<file path="src/kwio_regs.vh">
`ifndef KWIO_REGS_VH
`define KWIO_REGS_VH
// register offsets on the byte-wide internal bus
`define KWIO_OFS_A_DATA   8'h28
`define KWIO_OFS_B_DATA   8'h29
`define KWIO_OFS_A_DIR    8'h2a
`define KWIO_OFS_B_DIR    8'h2b
`define KWIO_OFS_A_EN     8'h2c
`define KWIO_OFS_B_EN     8'h2d
`define KWIO_OFS_A_FLAG   8'h2e
`define KWIO_OFS_B_FLAG   8'h2f
// field positions
`define KWIO_I2C_SEL_BIT  7
`define KWIO_SDA_BIT      6
`define KWIO_SCL_BIT      7
// reset values
`define KWIO_RST_BYTE     8'h00
`define KWIO_RST_CNT      2'h0
// filter: one sample per oscillator tick, three samples in all, two must agree
`define KWIO_OSC_DIV      4'h4
`define KWIO_VOTE_LAST    2'h2
`endif

</file>
<file path="src/kwio_sync.v">
// three-stage pin synchroniser; a change counts when stages two and three agree
module kwio_sync #(
  parameter W = 8
) (
  input  wire         clk,
  input  wire         nrst,
  input  wire [W-1:0] din,
  output reg  [W-1:0] dout
);
  reg [W-1:0] s1_r;
  reg [W-1:0] s2_r;
  reg [W-1:0] s3_r;
  integer i;

  // idle high so a pin that rests high does not fake a falling edge
  always @(posedge clk or negedge nrst) begin
    if (!nrst) begin
      s1_r <= {W{1'b1}};
      s2_r <= {W{1'b1}};
      s3_r <= {W{1'b1}};
      dout <= {W{1'b1}};
    end else begin
      s1_r <= din;
      s2_r <= s1_r;
      s3_r <= s2_r;
      for (i = 0; i < W; i = i + 1) begin
        if (s2_r[i] == s3_r[i]) begin
          dout[i] <= s2_r[i];
        end
      end
    end
  end
endmodule

</file>
<file path="src/kwio_top.v">
// Operation
// sixteen pins, fifteen wake, top pin I2C
// wake event is a pin falling edge
// request when flag and enable both set
// all sources share one request output
// edges flagged in input or output direction
// unclocked pin-to-request path during STOP
// pull-up when pull-select high, else down
// direction 0 input, 1 output, always accessible
// enable bit 7 selects I2C start detection
// I2C mode makes pins six, seven open-drain
// start needs data fall while clock high; here a clock rise with data low also flags
// enable/flag six follow selected event
// enables gate per pin, reset to zero
// falling edge sets flag, write one clears
// first port flag bit 7 reads zero
// filter active only in STOP
// filter oscillator starts on enabled edge
// three samples, two low sets flag
// one filter shared by all enabled pins
// close pulses may merge into one
// software avoids floating inputs
// outside STOP, synchronised high-then-low edge
//
// Chosen here: the strobed register port.
`include "kwio_regs.vh"
module kwio_top #(
  parameter W = 8
) (
  input  wire         clk,
  input  wire         nrst,
  input  wire [7:0]   bus_addr,
  input  wire [7:0]   bus_wdata,
  input  wire         bus_wr,
  input  wire         bus_rd,
  output reg  [7:0]   bus_rdata,
  input  wire         stop_mode,
  input  wire [W-1:0] port_a_in,
  output reg  [W-1:0] port_a_out,
  output reg  [W-1:0] port_a_oe_n,
  input  wire [W-1:0] port_b_in,
  output reg  [W-1:0] port_b_out,
  output reg  [W-1:0] port_b_oe_n,
  input  wire         port_a_pull_select,
  input  wire         port_b_pull_select,
  output reg          port_a_pull_up,
  output reg          port_b_pull_up,
  output reg          key_wakeup_irq,
  output wire         key_wakeup_stop_wake
);
  reg  [W-1:0] a_data_r;
  reg  [W-1:0] b_data_r;
  reg  [W-1:0] a_dir_r;
  reg  [W-1:0] b_dir_r;
  reg  [W-1:0] a_en_r;
  reg  [W-1:0] b_en_r;
  reg  [W-1:0] a_flag_r;
  reg  [W-1:0] b_flag_r;
  reg  [W-1:0] a_flag_nxt;
  reg  [W-1:0] b_flag_nxt;
  reg  [W-1:0] a_prev_r;
  reg  [W-1:0] b_prev_r;
  reg          start_prev_r;
  wire [W-1:0] a_sync;
  wire [W-1:0] b_sync;
  wire         i2c_sel;
  wire         start_lvl;
  wire [W-1:0] a_evt_lvl;
  wire [W-1:0] a_fall;
  wire [W-1:0] b_fall;
  wire         start_fall;

  // filter state
  reg          flt_run_r;
  reg  [3:0]   flt_div_r;
  reg  [1:0]   flt_smp_r;
  reg  [1:0]   flt_votes_r;
  reg  [W-1:0] a_cand_r;
  reg  [W-1:0] b_cand_r;
  reg  [W-1:0] a_fset;
  reg  [W-1:0] b_fset;

  assign i2c_sel = a_en_r[`KWIO_I2C_SEL_BIT];

  kwio_sync #(.W(W)) u_sync_a (
    .clk  (clk),
    .nrst (nrst),
    .din  (port_a_in),
    .dout (a_sync)
  );

  kwio_sync #(.W(W)) u_sync_b (
    .clk  (clk),
    .nrst (nrst),
    .din  (port_b_in),
    .dout (b_sync)
  );

  // start event level: data low while clock high; low means asserted
  assign start_lvl = ~(~a_sync[`KWIO_SDA_BIT] & a_sync[`KWIO_SCL_BIT]);

  // pin six watches either its own level or the start level
  assign a_evt_lvl = i2c_sel ?
    {1'b1, start_lvl, a_sync[W-3:0]} : {1'b1, a_sync[W-2:0]};

  // edge taken from the pin level itself, so direction does not matter
  assign a_fall     = a_prev_r & ~a_evt_lvl;
  assign b_fall     = b_prev_r & ~b_sync;
  assign start_fall = start_prev_r & ~start_lvl;

  // unclocked wake path for STOP: raw pin low on any enabled source
  assign key_wakeup_stop_wake = stop_mode & (
    |(~port_a_in[W-2:0] & a_en_r[W-2:0]) |
    |(~port_b_in & b_en_r));

  always @(posedge clk or negedge nrst) begin
    if (!nrst) begin
      a_prev_r     <= {W{1'b1}};
      b_prev_r     <= {W{1'b1}};
      start_prev_r <= 1'b1;
    end else begin
      a_prev_r     <= a_evt_lvl;
      b_prev_r     <= b_sync;
      start_prev_r <= start_lvl;
    end
  end

  // shared majority filter, clocked by a divided tick in STOP
  always @(posedge clk or negedge nrst) begin
    if (!nrst) begin
      flt_run_r   <= 1'b0;
      flt_div_r   <= 4'h0;
      flt_smp_r   <= `KWIO_RST_CNT;
      flt_votes_r <= `KWIO_RST_CNT;
      a_cand_r    <= `KWIO_RST_BYTE;
      b_cand_r    <= `KWIO_RST_BYTE;
    end else if (!stop_mode) begin
      flt_run_r   <= 1'b0;
      flt_div_r   <= 4'h0;
      flt_smp_r   <= `KWIO_RST_CNT;
      flt_votes_r <= `KWIO_RST_CNT;
      a_cand_r    <= `KWIO_RST_BYTE;
      b_cand_r    <= `KWIO_RST_BYTE;
    end else if (!flt_run_r) begin
      // oscillator starts only on an enabled edge
      if (|(a_fall & a_en_r) || |(b_fall & b_en_r)) begin
        flt_run_r <= 1'b1;
        a_cand_r  <= a_fall & a_en_r;
        b_cand_r  <= b_fall & b_en_r;
      end
    end else begin
      // later edges join the same window; close pulses merge
      a_cand_r <= a_cand_r | (a_fall & a_en_r);
      b_cand_r <= b_cand_r | (b_fall & b_en_r);
      if (flt_div_r == `KWIO_OSC_DIV) begin
        flt_div_r <= 4'h0;
        if (flt_smp_r == `KWIO_VOTE_LAST) begin
          flt_smp_r   <= `KWIO_RST_CNT;
          flt_votes_r <= `KWIO_RST_CNT;
          flt_run_r   <= 1'b0;
        end else begin
          flt_smp_r <= flt_smp_r + 2'h1;
          if (|(a_cand_r & ~a_evt_lvl) || |(b_cand_r & ~b_sync)) begin
            flt_votes_r <= flt_votes_r + 2'h1;
          end
        end
      end else begin
        flt_div_r <= flt_div_r + 4'h1;
      end
    end
  end

  // flag set sources: raw edge outside STOP, vote result inside
  always @* begin
    a_fset = `KWIO_RST_BYTE;
    b_fset = `KWIO_RST_BYTE;
    if (!stop_mode) begin
      a_fset = a_fall;
      b_fset = b_fall;
    end else if (flt_run_r && flt_div_r == `KWIO_OSC_DIV &&
                 flt_smp_r == `KWIO_VOTE_LAST) begin
      // third sample: two of three low means valid
      if (flt_votes_r + {1'b0, (|(a_cand_r & ~a_evt_lvl) ||
          |(b_cand_r & ~b_sync))} >= `KWIO_VOTE_LAST) begin
        a_fset = a_cand_r & ~a_evt_lvl | a_cand_r;
        b_fset = b_cand_r;
      end
    end
    a_fset[W-1] = 1'b0; // top pin never flags
  end

  // w1c flags; a set in the same cycle as the clear wins
  always @* begin
    a_flag_nxt = a_flag_r;
    b_flag_nxt = b_flag_r;
    if (bus_wr && bus_addr == `KWIO_OFS_A_FLAG) begin
      a_flag_nxt = a_flag_nxt & ~bus_wdata;
    end
    if (bus_wr && bus_addr == `KWIO_OFS_B_FLAG) begin
      b_flag_nxt = b_flag_nxt & ~bus_wdata;
    end
    a_flag_nxt = a_flag_nxt | a_fset;
    b_flag_nxt = b_flag_nxt | b_fset;
  end

  // register writes; direction and enable always writable
  always @(posedge clk or negedge nrst) begin
    if (!nrst) begin
      a_data_r <= `KWIO_RST_BYTE;
      b_data_r <= `KWIO_RST_BYTE;
      a_dir_r  <= `KWIO_RST_BYTE;
      b_dir_r  <= `KWIO_RST_BYTE;
      a_en_r   <= `KWIO_RST_BYTE;
      b_en_r   <= `KWIO_RST_BYTE;
      a_flag_r <= `KWIO_RST_BYTE;
      b_flag_r <= `KWIO_RST_BYTE;
    end else begin
      a_flag_r <= a_flag_nxt;
      b_flag_r <= b_flag_nxt;
      if (bus_wr) begin
        case (bus_addr)
          `KWIO_OFS_A_DATA: a_data_r <= bus_wdata;
          `KWIO_OFS_B_DATA: b_data_r <= bus_wdata;
          `KWIO_OFS_A_DIR:  a_dir_r  <= bus_wdata;
          `KWIO_OFS_B_DIR:  b_dir_r  <= bus_wdata;
          `KWIO_OFS_A_EN:   a_en_r   <= bus_wdata;
          `KWIO_OFS_B_EN:   b_en_r   <= bus_wdata;
          default: ;
        endcase
      end
    end
  end

  // read data one cycle after the strobe; unmapped reads return zero
  always @(posedge clk or negedge nrst) begin
    if (!nrst) begin
      bus_rdata <= `KWIO_RST_BYTE;
    end else if (bus_rd) begin
      case (bus_addr)
        `KWIO_OFS_A_DATA: bus_rdata <= a_sync;
        `KWIO_OFS_B_DATA: bus_rdata <= b_sync;
        `KWIO_OFS_A_DIR:  bus_rdata <= a_dir_r;
        `KWIO_OFS_B_DIR:  bus_rdata <= b_dir_r;
        `KWIO_OFS_A_EN:   bus_rdata <= a_en_r;
        `KWIO_OFS_B_EN:   bus_rdata <= b_en_r;
        `KWIO_OFS_A_FLAG: bus_rdata <= {1'b0, a_flag_r[W-2:0]};
        `KWIO_OFS_B_FLAG: bus_rdata <= b_flag_r;
        default:          bus_rdata <= `KWIO_RST_BYTE;
      endcase
    end else begin
      bus_rdata <= `KWIO_RST_BYTE;
    end
  end

  // pin drivers and request, all registered
  always @(posedge clk or negedge nrst) begin
    if (!nrst) begin
      port_a_out     <= `KWIO_RST_BYTE;
      port_b_out     <= `KWIO_RST_BYTE;
      port_a_oe_n    <= {W{1'b1}};
      port_b_oe_n    <= {W{1'b1}};
      port_a_pull_up <= 1'b0;
      port_b_pull_up <= 1'b0;
      key_wakeup_irq <= 1'b0;
    end else begin
      port_a_out  <= a_data_r;
      port_b_out  <= b_data_r;
      port_a_oe_n <= ~a_dir_r;
      port_b_oe_n <= ~b_dir_r;
      if (i2c_sel) begin
        // open drain: drive only a low, release for a high
        port_a_out[`KWIO_SDA_BIT]  <= 1'b0;
        port_a_out[`KWIO_SCL_BIT]  <= 1'b0;
        port_a_oe_n[`KWIO_SDA_BIT] <= ~(a_dir_r[`KWIO_SDA_BIT] & ~a_data_r[`KWIO_SDA_BIT]);
        port_a_oe_n[`KWIO_SCL_BIT] <= ~(a_dir_r[`KWIO_SCL_BIT] & ~a_data_r[`KWIO_SCL_BIT]);
      end
      port_a_pull_up <= port_a_pull_select;
      port_b_pull_up <= port_b_pull_select;
      // one shared request from every flag and enable pair
      key_wakeup_irq <= |(a_flag_nxt[W-2:0] & a_en_r[W-2:0]) |
                        |(b_flag_nxt & b_en_r);
    end
  end
endmodule

</file>
<file path="config.mk">
export PLATFORM = sky130hd
export DESIGN_NAME = kwio_top
export DESIGN_NICKNAME = d
export VERILOG_FILES = /design/src/kwio_sync.v /design/src/kwio_top.v
export VERILOG_INCLUDE_DIRS = /design/src
export SDC_FILE = /design/constraint.sdc
export NUM_CORES = 1
export LEC_CHECK = 0
export BUFFER_PORTS_ARGS = -buffer_cell sky130_fd_sc_hd__buf_2
export CAP_MARGIN = 20
export CORE_UTILIZATION = 55
export DETAILED_ROUTE_END_ITERATION = 16
export GPL_ROUTABILITY_DRIVEN = 1
export PLACE_DENSITY = 0.72
export SLEW_MARGIN = 30
export SYNTH_ARGS = -nofsm -noshare
export SYNTH_HDL_FRONTEND = slang
export SYNTH_HIERARCHICAL = 1
export SYNTH_SLANG_ARGS = --single-unit
</file>
<file path="constraint.sdc">
create_clock -name clk -period 7.7 [get_ports clk]
set_input_delay 0.77 -clock clk [delete_from_list [all_inputs] [get_ports clk]]
set_output_delay 0.77 -clock clk [all_outputs]
set_load 0.05 [all_outputs]
</file>
* Word level (Yosys, flattened, before mapping)
Index checks and enable logic that the tools add are counted.
** Word-level totals
- Output and inout bits :: 44
- Bits in read-only memories :: 0
- Flip-flop bits (word level) :: 212
- Memories kept :: 0
- Logic and storage cells :: 175
- Input bits :: 39
- Bits in writable memories :: 0
- Latch bits :: 0
** Cells by class
- Div/mod/pow operators :: 0
- Muxes and demuxes :: 36
- Reductions and logical operators :: 22
- Multipliers :: 0
- Bitwise gates (word level) :: 36
- Magnitude comparators :: 1
- Shift-type cells :: 0
- Add/subtract/negate cells :: 4
- Equal/unequal tests :: 30
** Operators by type and width (count)
- 2-to-1 mux 8 bit :: 12
- AND 8 bit :: 10
- equality test 8 x 6 -> 1 bit (second input constant) :: 8
- case mux 8 bit (8 select lines) :: 1
- inverter 8 bit :: 6
- OR reduction 8 bit :: 6
- 2-to-1 mux 7 bit :: 4
- OR 8 bit :: 3
- 2-to-1 mux 2 bit :: 11
- equality test 1 bit :: 16
- AND 7 bit :: 2
- AND reduction 2 bit :: 7
- OR reduction 7 bit :: 2
- 2-to-1 mux 4 bit :: 3
- OR 8 x 7 -> 8 bit :: 1
- inverter 7 bit :: 1
- OR 7 bit :: 1
- inequality test 3 x 1 -> 1 bit (second input constant) :: 2
- inverter 1 bit :: 6
- 2-to-1 mux 1 bit :: 5
- adder 2 x 1 -> 2 bit (second input constant) :: 2
- adder 4 x 1 -> 4 bit (second input constant) :: 1
- AND 1 bit :: 4
- equality test 4 x 3 -> 1 bit (second input constant) :: 1
- other kinds (8) :: 14

* Longest topological paths before layout
Gate-level depths: netlist of run 1.
- Depth in word-level cells :: 17
- Gate-level depth with buffers :: 10
- Depth with buffers taken out :: 9

* Modules after synthesis
Netlist of run 1, hierarchy kept.
** Modules (own cells, without submodules)
- kwio_top :: cells an instance 525, area an instance 6282.3 um^2, times used 1
- kwio_sync :: cells an instance 40, area an instance 930.9 um^2, times used 2

* Least setup slack after synthesis of run 1
OpenSTA, ideal clock, no wires.
- Path kind :: input to output
- From :: in stop_mode
- To :: out key_wakeup_stop_wake
- Buffers on the path :: 3
- Data required time :: 6930 ps
- Stages :: 4
- Setup slack :: 4227 ps
- Data arrival time :: 2703 ps
- Path through :: buf_1 clkbuf_1 clkbuf_1 a21boi_0
** Between the ends
- Word-level cells in the longest chain between the ends :: 1
** Ends and longest elaborated chain
- from (decl) :: RTL line kwio_top.v:37 : input wire stop_mode,
- AND 1 bit :: RTL line kwio_top.v:112 : assign key_wakeup_stop_wake = stop_mode & (
- to (decl) :: RTL line kwio_top.v:49 : output wire key_wakeup_stop_wake
Every way passes these cells.

* Final worst setup path of run 1
- From :: reg u_sync_b.dout[1]
- To :: reg key_wakeup_irq
** Between the ends
- Word-level cells in the longest chain between the ends :: 13
- Elaborated cells between the ends (all ways) :: 20
** Ends and longest elaborated chain
- from (decl) :: RTL line kwio_sync.v:8 : output reg [W-1:0] dout
- from (signal assigned) :: RTL line kwio_sync.v:21 : dout <= {W{1'b1}};
- from (signal, indexed assignment) :: RTL line kwio_sync.v:28 : dout[i] <= s2_r[i];
- inverter 8 bit :: RTL line kwio_top.v:184 : |(b_cand_r & ~b_sync))} >= `KWIO_VOTE_LAST) begin
- AND 8 bit :: RTL line kwio_top.v:184
- OR reduction 8 bit :: RTL line kwio_top.v:184
- logical OR 1 bit :: RTL line kwio_top.v:183 : if (flt_votes_r + {1'b0, (|(a_cand_r & ~a_evt_lvl) ||
- adder 2 x 1 -> 2 bit :: RTL line kwio_top.v:183
- greater-or-equal comparator 2 bit (no source line)
- 2-to-1 mux 8 bit :: RTL line kwio_top.v:183
- 2-to-1 mux 8 bit :: RTL line kwio_top.v:180 : end else if (flt_run_r && flt_div_r == `KWIO_OSC_DIV &&
- 2-to-1 mux 8 bit :: RTL line kwio_top.v:177 : if (!stop_mode) begin
- OR 8 bit :: RTL line kwio_top.v:203 : b_flag_nxt = b_flag_nxt | b_fset;
- via b_flag_nxt[5] :: RTL line kwio_top.v:60 : reg [W-1:0] b_flag_nxt;
- AND 8 bit :: RTL line kwio_top.v:281 : |(b_flag_nxt & b_en_r);
- OR reduction 8 bit :: RTL line kwio_top.v:281
- OR 1 bit :: RTL line kwio_top.v:281
- to (signal assigned) :: RTL line kwio_top.v:280 : key_wakeup_irq <= |(a_flag_nxt[W-2:0] & a_en_r[W-2:0]) |
- to (decl) :: RTL line kwio_top.v:48 : output reg key_wakeup_irq,
The timed path passes the listed nets, and every way through them passes these cells.
A chain may end at the register's enable or synchronous reset.

==> results of run 1 <==
power by group through the flow:
stage | combinational [mW] | sequential, mW | clock [mW]
after global routing | 0.223 | 1.25 | 1.03
after global placement | 0.198 | 1.25 | 0
final | 0.204 | 1.24 | 0.964
after CTS | 0.204 | 1.24 | 0.981
after detailed placement | 0.202 | 1.26 | 0
after floorplan | 0.0938 | 1.27 | 0
routing by layer:
| layer | routed length [µm] | global-route usage [%] |
|---|---|---|
| met4 | 547 | 8.58 |
| met1 | 8030 | 36.0 |
| met3 | 1150 | 3.89 |
| met5 | 0 | 0 |
| met2 | 8360 | 38.5 |
cells in the mapped netlist, drive strengths merged, types with 6 or more instances:
master	count
o22ai	9
a21boi	24
a311o	7
a21oi	14
clkbuf	18
nand2	56
inv	40
dfrtp	114
mux2	37
nand4	6
maj3	16
o21ai	19
nand3	12
mux2i	6
nor2b	10
nand3b	15
a22oi	7
nor2	13
mux4	9
dfstp	95
nor3b	15
worst register-to-register path: stages (launching register included):
cell	delay [ns]
dfstp_2	0.62
nor2b_1	0.10
a2111oi_4	0.33
o221ai_2	0.20
o21ai_4	0.23
xnor2_2	0.28
a311o_1	0.43
a222oi_1	0.32
and3_1	0.21
nand4_1	0.09
final timing paths:
| path | from | endpoint | slack, ns | depth (start not counted) |
|---|---|---|---|---|
| max | u_sync_b/dout[1] | key_wakeup_irq | 4.76 | 9 |
| min | nrst | port_b_out[0] | 0.16 | 1 |
| max reg2reg | u_sync_b/dout[1] | key_wakeup_irq | 4.76 | 9 |
| min reg2reg | u_sync_a/s1_r[7] | u_sync_a/s2_r[7] | 0.35 | 0 |
| max in group asynchronous | nrst | b_en_r[4] | 6.12 | 3 |
| min in group clk | u_sync_a/s1_r[7] | u_sync_a/s2_r[7] | 0.35 | 0 |
logic make-up after synthesis:
logic type / share of synthesized area [%]
adders and majority gates: 2.52
xor gates and xnor gates: 0.415
muxes: 8.34
AOI/OAI and AO/OA: 9.17
and+or+nand+nor: 10.9
DFF: 65.7
buffers and inverters: 3.01
area by class of cell:
type                       instances  area share [%]
clock inverter                     6           0.613
clock buffer                      31            6.31
tap                              184            2.45
timing repair buffer              85            4.97
multi-input combinational        333            27.1
inverter                          40            1.60
sequential                       209            56.9
placed cells by master, fill, tap and decap left out, types with 4 or more instances in the layout:
cell type,count
nand4_1,6
clkbuf_1,7
maj3_2,16
a22oi_1,7
nand2b_1,4
nor2b_1,10
a21oi_1,13
nand3b_1,15
nor2_1,13
o21ai_0,18
dfstp_2,95
inv_1,40
clkbuf_16,21
a21boi_0,24
and3_1,5
a311o_2,4
dfrtp_1,114
mux2_2,37
o22ai_1,9
buf_2,81
mux4_2,9
nor3_1,5
nand3_1,12
clkinv_2,4
nand2_1,56
nor3b_1,15
mux2i_1,6
==> impl_metrics.json, run 1 <==
{
  "status": "finished, final reports clean",
  "setup_slack_ns": 4.76,
  "power_density_nw_per_um2": 256,
  "hold_ws_ns": 0.162,
  "clk_pin_slew_worst_paths_ns": 0.06,
  "syn_to_final_growth_pct": 15.4,
  "portBuffers": 82,
  "route.detailed.drc": 0,
  "track_usage_pct": 24.9,
  "nets": 731,
  "critPathBufInv": 0,
  "tns_ns": 0,
  "clockBufferDepth": 3,
  "fin_crit_sh_pct": 38.2,
  "synth.distinct_cells": 59,
  "drtIter0Drc": 478,
  "rsz0062_at_grt": "false",
  "dr.pass1.iters": 5,
  "hold_viol": 0,
  "syn-num-nets": 646,
  "clockRootBuffer": "clkbuf_16",
  "crit_fanout": 15,
  "fin_util_pct": 64.9,
  "place_area_um2": 8710,
  "numCtsBuffers": 21,
  "cts_hold_buffers": 0,
  "routed-via-count": 5146,
  "multiInputGateArea_um2": 2550,
  "dp_cells": 850,
  "period_minus_slack_ns": 2.94,
  "dp_slack_ns": 4.57,
  "arrival_ns": 3.29,
  "postCtsResizedCells": 0,
  "hp-class": "primary input to asynchronous set/reset pin",
  "cap_violations": 0,
  "syn_inst": 605,
  "slowest_delay_ns": 0.62,
  "setup_violations": 0,
  "p_switching_mw": 0.580,
  "yosysTopAreaCell": "dfrtp_1",
  "hpwl_um": 12200,
  "start_kind": "register",
  "ios": 83,
  "cpMaxStageDelayCell": "dfstp_2",
  "final-max-slew-violation-count": 0,
  "seq_power_share_pct": 51.5,
  "mappedNetlistArea_um2": 8140,
  "yosysWarningCount": 6,
  "coreArea_um2": 14500,
  "pwr-share-clk_pct": 40.1,
  "post_synth.cell_area_avg_um2": 13.5,
  "rows": 44,
  "regArea_um2": 5350,
  "comb_power_share_pct": 8.5,
  "initial_utilization_pct": 56.2,
  "criticalPathCategory": "register to register",
  "die_x_um": 124,
  "dieArea_um2": 15300,
  "worstPathCellList": "nor2b_1, a2111oi_4, o221ai_2, o21ai_4, xnor2_2, a311o_1, a222oi_1, and3_1, nand4_1",
  "grt_max_degree": 125,
  "relSlewSlack_pct": 42.2,
  "antenna_found_initial": 0,
  "cts_sinks": 209,
  "worst_pin_slew_ns": 0.863,
  "wl_per_cell_um": 20.4,
  "drive_above_1_share_pct": 40.8,
  "synthArstFlopShare_pct": 100,
  "ys.flop_type": "dfrtp_1",
  "synth_top_area_share_pct": 35.0,
  "antenna_cells": 0,
  "internal-power_mw": 1.83,
  "skew_ns": 0.00889,
  "cp_data_required_time_ns": 8.05,
  "ys_seq_elements": 209,
  "ant_nets": 0,
  "fillers": 1051,
  "crit_family": "compound AO/OA/AOI/OAI gates",
  "via_per_inst": 5.80,
  "power.total_mw": 2.41,
  "cts_tree": "done",
  "clk_latency_ns": 0.48,
  "gp_congestion": 0.891,
  "design_area_um2": 9400,
  "synth.area.top_cells": "dfrtp_1 35%, dfstp_2 31%, mux2_2 5.1%",
  "grt_pass1_vias": 5093,
  "leakagePower_nw": 4.09,
  "synth-edff-count": 0,
  "cts_setup_buffers": 0,
  "instances_no_fill": 888,
  "ys_seq_area_share_pct": 65.7,
  "fmax_mhz": 340,
  "sw_frac_of_total_pct": 24.1,
  "dieHeight_um": 124,
  "crit_path_end_kind": "register",
  "h-tree-depth": 1,
  "irDropWorstVdd_mv": 0.208,
  "grt-ovfl-total": 0,
  "grt_pass1_wl_um": 28400,
  "wirelength_um": 18100
}
No activity file was read; power rests on OpenSTA's default activity.
==> run 2: changes to the inputs <==
==> constraint.sdc (replaced) <==
create_clock -name clk -period 2.8 [get_ports clk]
set_input_delay 0.28 -clock clk [delete_from_list [all_inputs] [get_ports clk]]
set_output_delay 0.28 -clock clk [all_outputs]
set_load 0.05 [all_outputs]
==> run 2 against run 1 <==
Compared with the run above: count of clock-buffer cells in the layout unchanged; sequential power grew to 2.7 times the previous value; combinational power increased to 3.2 times the previous value; wire length increased by 9.5%; flip-flop and latch count is the same; register-to-register slack lost 4.6 ns; critical path depth shrank 1; clock skew rose by 0.0098 ns; design area up 4.7%; die area unchanged.
==> impl_metrics.json, run 2 (synthesized netlist as in run 1, its figures left out) <==
{
  "grt_pass1_vias": 5425,
  "drtIter0Drc": 380,
  "gr-usage-met2_pct": 41.8,
  "routed-via-count": 5380,
  "antenna_found_initial": 0,
  "dieHeight_um": 124,
  "worstPathCellList": "o22ai_2, a2111o_1, o21ai_4, xnor2_4, a311o_1, a222oi_1, and3_1, nand4_1",
  "grt_pass1_wl_um": 30900,
  "setup_slack_ns": 0.124,
  "criticalPathCategory": "register to register",
  "skew_ns": 0.0187,
  "hp-class": "primary input to register",
  "fin_util_pct": 68.0,
  "route.detailed.drc": 0,
  "antenna_cells": 0,
  "clk_latency_ns": 0.50,
  "start_kind": "register",
  "numCtsBuffers": 21,
  "cp_data_required_time_ns": 3.17,
  "crit_path_end_kind": "register",
  "grt_max_degree": 81,
  "worst_pin_slew_ns": 0.668,
  "leakagePower_nw": 4.33,
  "cap_violations": 0,
  "hold_ws_ns": 0.132,
  "slowest_delay_ns": 0.59,
  "rsz0062_at_grt": "true",
  "grt-ovfl-total": 0,
  "wirelength_um": 19800,
  "track_usage_pct": 27.4,
  "tns_ns": 0,
  "critPathBufInv": 0,
  "die_x_um": 124,
  "syn_to_final_growth_pct": 20.8,
  "rows": 44,
  "drive_above_1_share_pct": 42.3,
  "setup_violations": 0,
  "gp_congestion": 0.899,
  "fmax_mhz": 374,
  "via_per_inst": 5.75,
  "arrival_ns": 3.04,
  "crit_family": "compound AO/OA/AOI/OAI gates",
  "hpwl_um": 13900,
  "use_met1_pct": 39.6,
  "ant_nets": 0,
  "cpMaxStageDelayCell": "dfstp_2",
  "final-max-slew-violation-count": 0,
  "cts_tree": "done",
  "cts_sinks": 209,
  "clockBufferDepth": 3,
  "status": "finished, final reports clean",
  "period_minus_slack_ns": 2.68,
  "layout_common_cells": "114 x dfrtp_1, 95 x dfstp_2, 81 x buf_2, 56 x nand2_1, 40 x inv_1",
  "relSlewSlack_pct": 55.5,
  "final_common_cell": "dfrtp_1",
  "dp_slack_ns": 0.0553,
  "nets": 778,
  "clockRootBuffer": "clkbuf_16",
  "dieArea_um2": 15300,
  "irDropWorstVdd_mv": 0.636,
  "h-tree-depth": 1,
  "fin_crit_sh_pct": 95.6,
  "clk_pin_slew_worst_paths_ns": 0.07,
  "crit_fanout": 12,
  "use_met3_pct": 5.49,
  "portBuffers": 82,
  "power_density_nw_per_um2": 692,
  "coreArea_um2": 14500,
  "dr.pass1.iters": 5,
  "dp_cells": 873,
  "ios": 83,
  "wl_per_cell_um": 21.1,
  "instances_no_fill": 936,
  "grt.busiest_layer": "met2",
  "hold_viol": 0,
  "initial_utilization_pct": 56.2
}
run 2: cell types whose count changed in the layout (fill, tap and decap cells not counted), sizes merged:
cell / before / now
buf: 85 / 112
inv: 40 / 41
dlygate4sd3: 0 / 19
bufinv: 1 / 2
clkinv: 4 / 3
clkbuf: 31 / 32
run 2: power breakdown:
part	switching (mW)	total [mW]	leakage, nW	internal [mW]
clock	1.12	2.77	0.333	1.66
combinational	0.401	0.649	1.57	0.248
sequential	0.125	3.39	2.42	3.26
total	1.64	6.81	4.33	5.17
run 2: final timing paths:
path / cells after the start / slack, ns / startpoint / end
worst max register to register: 8 / 0.12 / u_sync_a/dout[0] / key_wakeup_irq
min in group asynchronous: 2 / 0.36 / nrst / port_a_out[0]
max in group asynchronous: 3 / 1.46 / nrst / u_sync_b/s2_r[3]
worst min register to register: 0 / 0.35 / u_sync_b/s1_r[5] / u_sync_b/s2_r[5]
worst max-delay path: 8 / 0.12 / u_sync_a/dout[0] / key_wakeup_irq
worst min-delay path: 3 / 0.13 / bus_wdata[2] / a_en_r[2]
run 2: what timing repair did:
item / in CTS / in global routing
setup buffers: 0 / 6
resized for setup: 0 / 3
hold buffers: 19 / 0
setup endpoints to repair: 0 / 1
endpoints found under the hold margin: 49 / 0
run 2: layer usage:
metal	vias to the layer above	share of wire, %
met5	-	0
met4	0	2.7
met3	37	6.7
met2	212	46
met1	2737	45
li1	2394	-
run 2: final cells by class:
class | instances | area, µm²
Clock buffer | 31 | 593
Clock inverter | 7 | 91.3
Fill cell | 1031 | 4640
Inverter | 40 | 150
Multi-Input combinational cell | 333 | 2570
Sequential cell | 209 | 5350
Tap cell | 184 | 230
Timing Repair Buffer | 132 | 855
run 2: stage by stage:
step                      area, µm²  power [mW]
after floorplan                8140        3.76
after detailed placement       8900        4.06
after CTS                      9770        6.86
after global routing           9840        7.06
final                          9840        6.81
after global placement         8900        4.05
run 2: worst min-delay path: stages:
cell     delay [ns]
buf_2          0.17
nand2_1        0.07
o21ai_0        0.07
==> run 3: changes to the inputs <==
--- a/config.mk
+++ b/config.mk
@@ -8,10 +8,10 @@
 export LEC_CHECK = 0
 export BUFFER_PORTS_ARGS = -buffer_cell sky130_fd_sc_hd__buf_2
 export CAP_MARGIN = 20
-export CORE_UTILIZATION = 55
+export CORE_UTILIZATION = 40
 export DETAILED_ROUTE_END_ITERATION = 16
 export GPL_ROUTABILITY_DRIVEN = 1
-export PLACE_DENSITY = 0.72
+export PLACE_DENSITY = 0.55
 export SLEW_MARGIN = 30
 export SYNTH_ARGS = -nofsm -noshare
 export SYNTH_HDL_FRONTEND = slang
==> run 3 against run 2 <==
Compared with the run above: register-to-register slack improved by 0.02 ns; sequential share of layout area decreased by 0.88 points; sequential power about the same; flip-flop and latch count unchanged; utilization decreased by 17 points; clock power increased by 14%; clock skew increased by 0.0089 ns; die area increased by 37%; combinational power increased by 2%; fmax increased by 0.69%; design area increased by 1.6%; setup slack improved by 0.018 ns; critical endpoint unchanged.
==> impl_metrics.json, run 3 (synthesized netlist as in run 1, its figures left out) <==
{
  "h-tree-depth": 1,
  "crit_path_start": "u_sync_a/dout[3]",
  "min_from": "bus_wdata[7]",
  "via_per_inst": 5.27,
  "worstHoldPathCells": 3,
  "antenna_cells": 0,
  "slowest_delay_ns": 0.53,
  "fin_crit_sh_pct": 94.9,
  "worst_pin_slew_ns": 0.698,
  "die_x_um": 145,
  "setup_violations": 0,
  "coreArea_um2": 19700,
  "cp.depth": 8,
  "hp-class": "primary input to register",
  "ant_nets": 0,
  "skew_ns": 0.0277,
  "leakagePower_nw": 4.35,
  "power_density_nw_per_um2": 720,
  "wl_per_cell_um": 21.2,
  "crit_family": "compound AO/OA/AOI/OAI gates",
  "reg2regPathDepth": 8,
  "portBuffers": 82,
  "numCtsBuffers": 23,
  "drtIter0Drc": 296,
  "crit_path_end_kind": "register",
  "sw_frac_of_total_pct": 25.0,
  "seq_power_share_pct": 47.0,
  "cts_sinks": 209,
  "routed-via-count": 5353,
  "clk_pin_slew_worst_paths_ns": 0.07,
  "hold_viol": 0,
  "drive_above_1_share_pct": 42.3,
  "pwr-share-clk_pct": 43.8,
  "wirelength_um": 21500,
  "worstPathCellList": "o22ai_1, a2111o_1, o21ai_4, xnor2_4, a311o_1, a222oi_1, and3_1, nand4_1",
  "start_kind": "register",
  "period_minus_slack_ns": 2.66,
  "final-max-slew-violation-count": 0,
  "clk_latency_ns": 0.53,
  "final_common_cell": "dfrtp_1",
  "cpMaxStageDelayCell": "dfstp_2",
  "initial_utilization_pct": 41.3,
  "timing.rr.start": "u_sync_a/dout[3]",
  "criticalPathCategory": "register to register",
  "place_area_um2": 9010,
  "design_area_um2": 10000,
  "p_switching_mw": 1.80,
  "clockBufferDepth": 3,
  "crit_fanout": 13,
  "dr.pass1.iters": 7,
  "hpwl_um": 15400,
  "gp_congestion": 0.858,
  "relSlewSlack_pct": 53.0,
  "irDropWorstVdd_mv": 0.332,
  "cts_tree": "done",
  "layout_common_cells": "114 x dfrtp_1, 95 x dfstp_2, 81 x buf_2, 56 x nand2_1, 40 x inv_1",
  "cts_setup_buffers": 0,
  "comb_power_share_pct": 9.2,
  "dieArea_um2": 20900,
  "critPathBufInv": 0,
  "grt_pass1_wl_um": 33000,
  "route.detailed.drc": 0,
  "dieHeight_um": 145,
  "rsz0062_at_grt": "false",
  "status": "finished, final reports clean",
  "ios": 83,
  "cp_data_required_time_ns": 3.20,
  "internal-power_mw": 5.40,
  "antenna_found_initial": 0,
  "cap_violations": 0,
  "fmax_mhz": 376,
  "track_usage_pct": 21.6,
  "nets": 774,
  "rows": 51,
  "tns_ns": 0,
  "grt-ovfl-total": 0,
  "arrival_ns": 3.05,
  "syn_to_final_growth_pct": 22.8,
  "grt_pass1_vias": 5449,
  "grt_max_degree": 81,
  "clockRootBuffer": "clkbuf_16"
}
run 3: power groups by stage:
stage | logic (mW) | clock network, mW | registers, mW
finish | 0.661 | 3.15 | 3.39
global route | 0.715 | 3.34 | 3.41
CTS | 0.669 | 3.21 | 3.39
detailed placement | 0.645 | 0 | 3.43
global placement | 0.641 | 0 | 3.43
floorplan | 0.258 | 0 | 3.50
run 3: final cells by class:
cell class	instances	area, µm²
Fill cell	1693	9710
Sequential cell	209	5350
Multi-Input combinational cell	333	2560
Timing Repair Buffer	126	822
Clock buffer	30	632
Tap cell	265	332
Clock inverter	12	158
Inverter	40	150
run 3: tightest hold or removal path, stage by stage:
cell and delay, ns:
buf_2 0.16, nand2_1 0.07, o21ai_0 0.07
run 3: per-layer routing:
metal	global-route usage, %	vias up	share of wire [%]
li1	-	2403	-
met1	31.0	2741	47
met2	34.0	171	46
met3	2.73	38	4.5
met4	6.98	0	2.5
met5	0	-	0
run 3: worst paths after layout:
kind                                     to  slack [ns]
setup / recovery             key_wakeup_irq        0.14
hold / removal                   b_dir_r[7]         0.1
setup reg to reg             key_wakeup_irq        0.14
hold reg to reg            u_sync_a/s2_r[0]        0.36
max in group asynchronous       b_prev_r[1]        1.46
min in group asynchronous       b_data_r[0]        0.37
run 3: what timing repair did:
| item | in CTS | in global routing |
|---|---|---|
| hold buffers | 19 | 0 |
| setup endpoints to repair | 0 | 1 |
| hold endpoints to repair | 70 | 0 |
| gates resized for setup | 0 | 1 |
run 3: stage by stage:
stage | setup slack, ns | utilization [%] | total power [mW] | hold WS, ns | cells
floorplan | 0.307 | - | 3.76 | -0.0156 | 605
global placement | 0.151 | 45.7 | 4.07 | 0.346 | 954
detailed placement | 0.0820 | 45.7 | 4.08 | 0.347 | 954
CTS | 0.0939 | 50.7 | 7.27 | 0.0970 | 1015
global route | 0.00120 | 50.7 | 7.47 | 0.120 | 1015
finish | 0.142 | 50.7 | 7.20 | 0.0976 | 1015
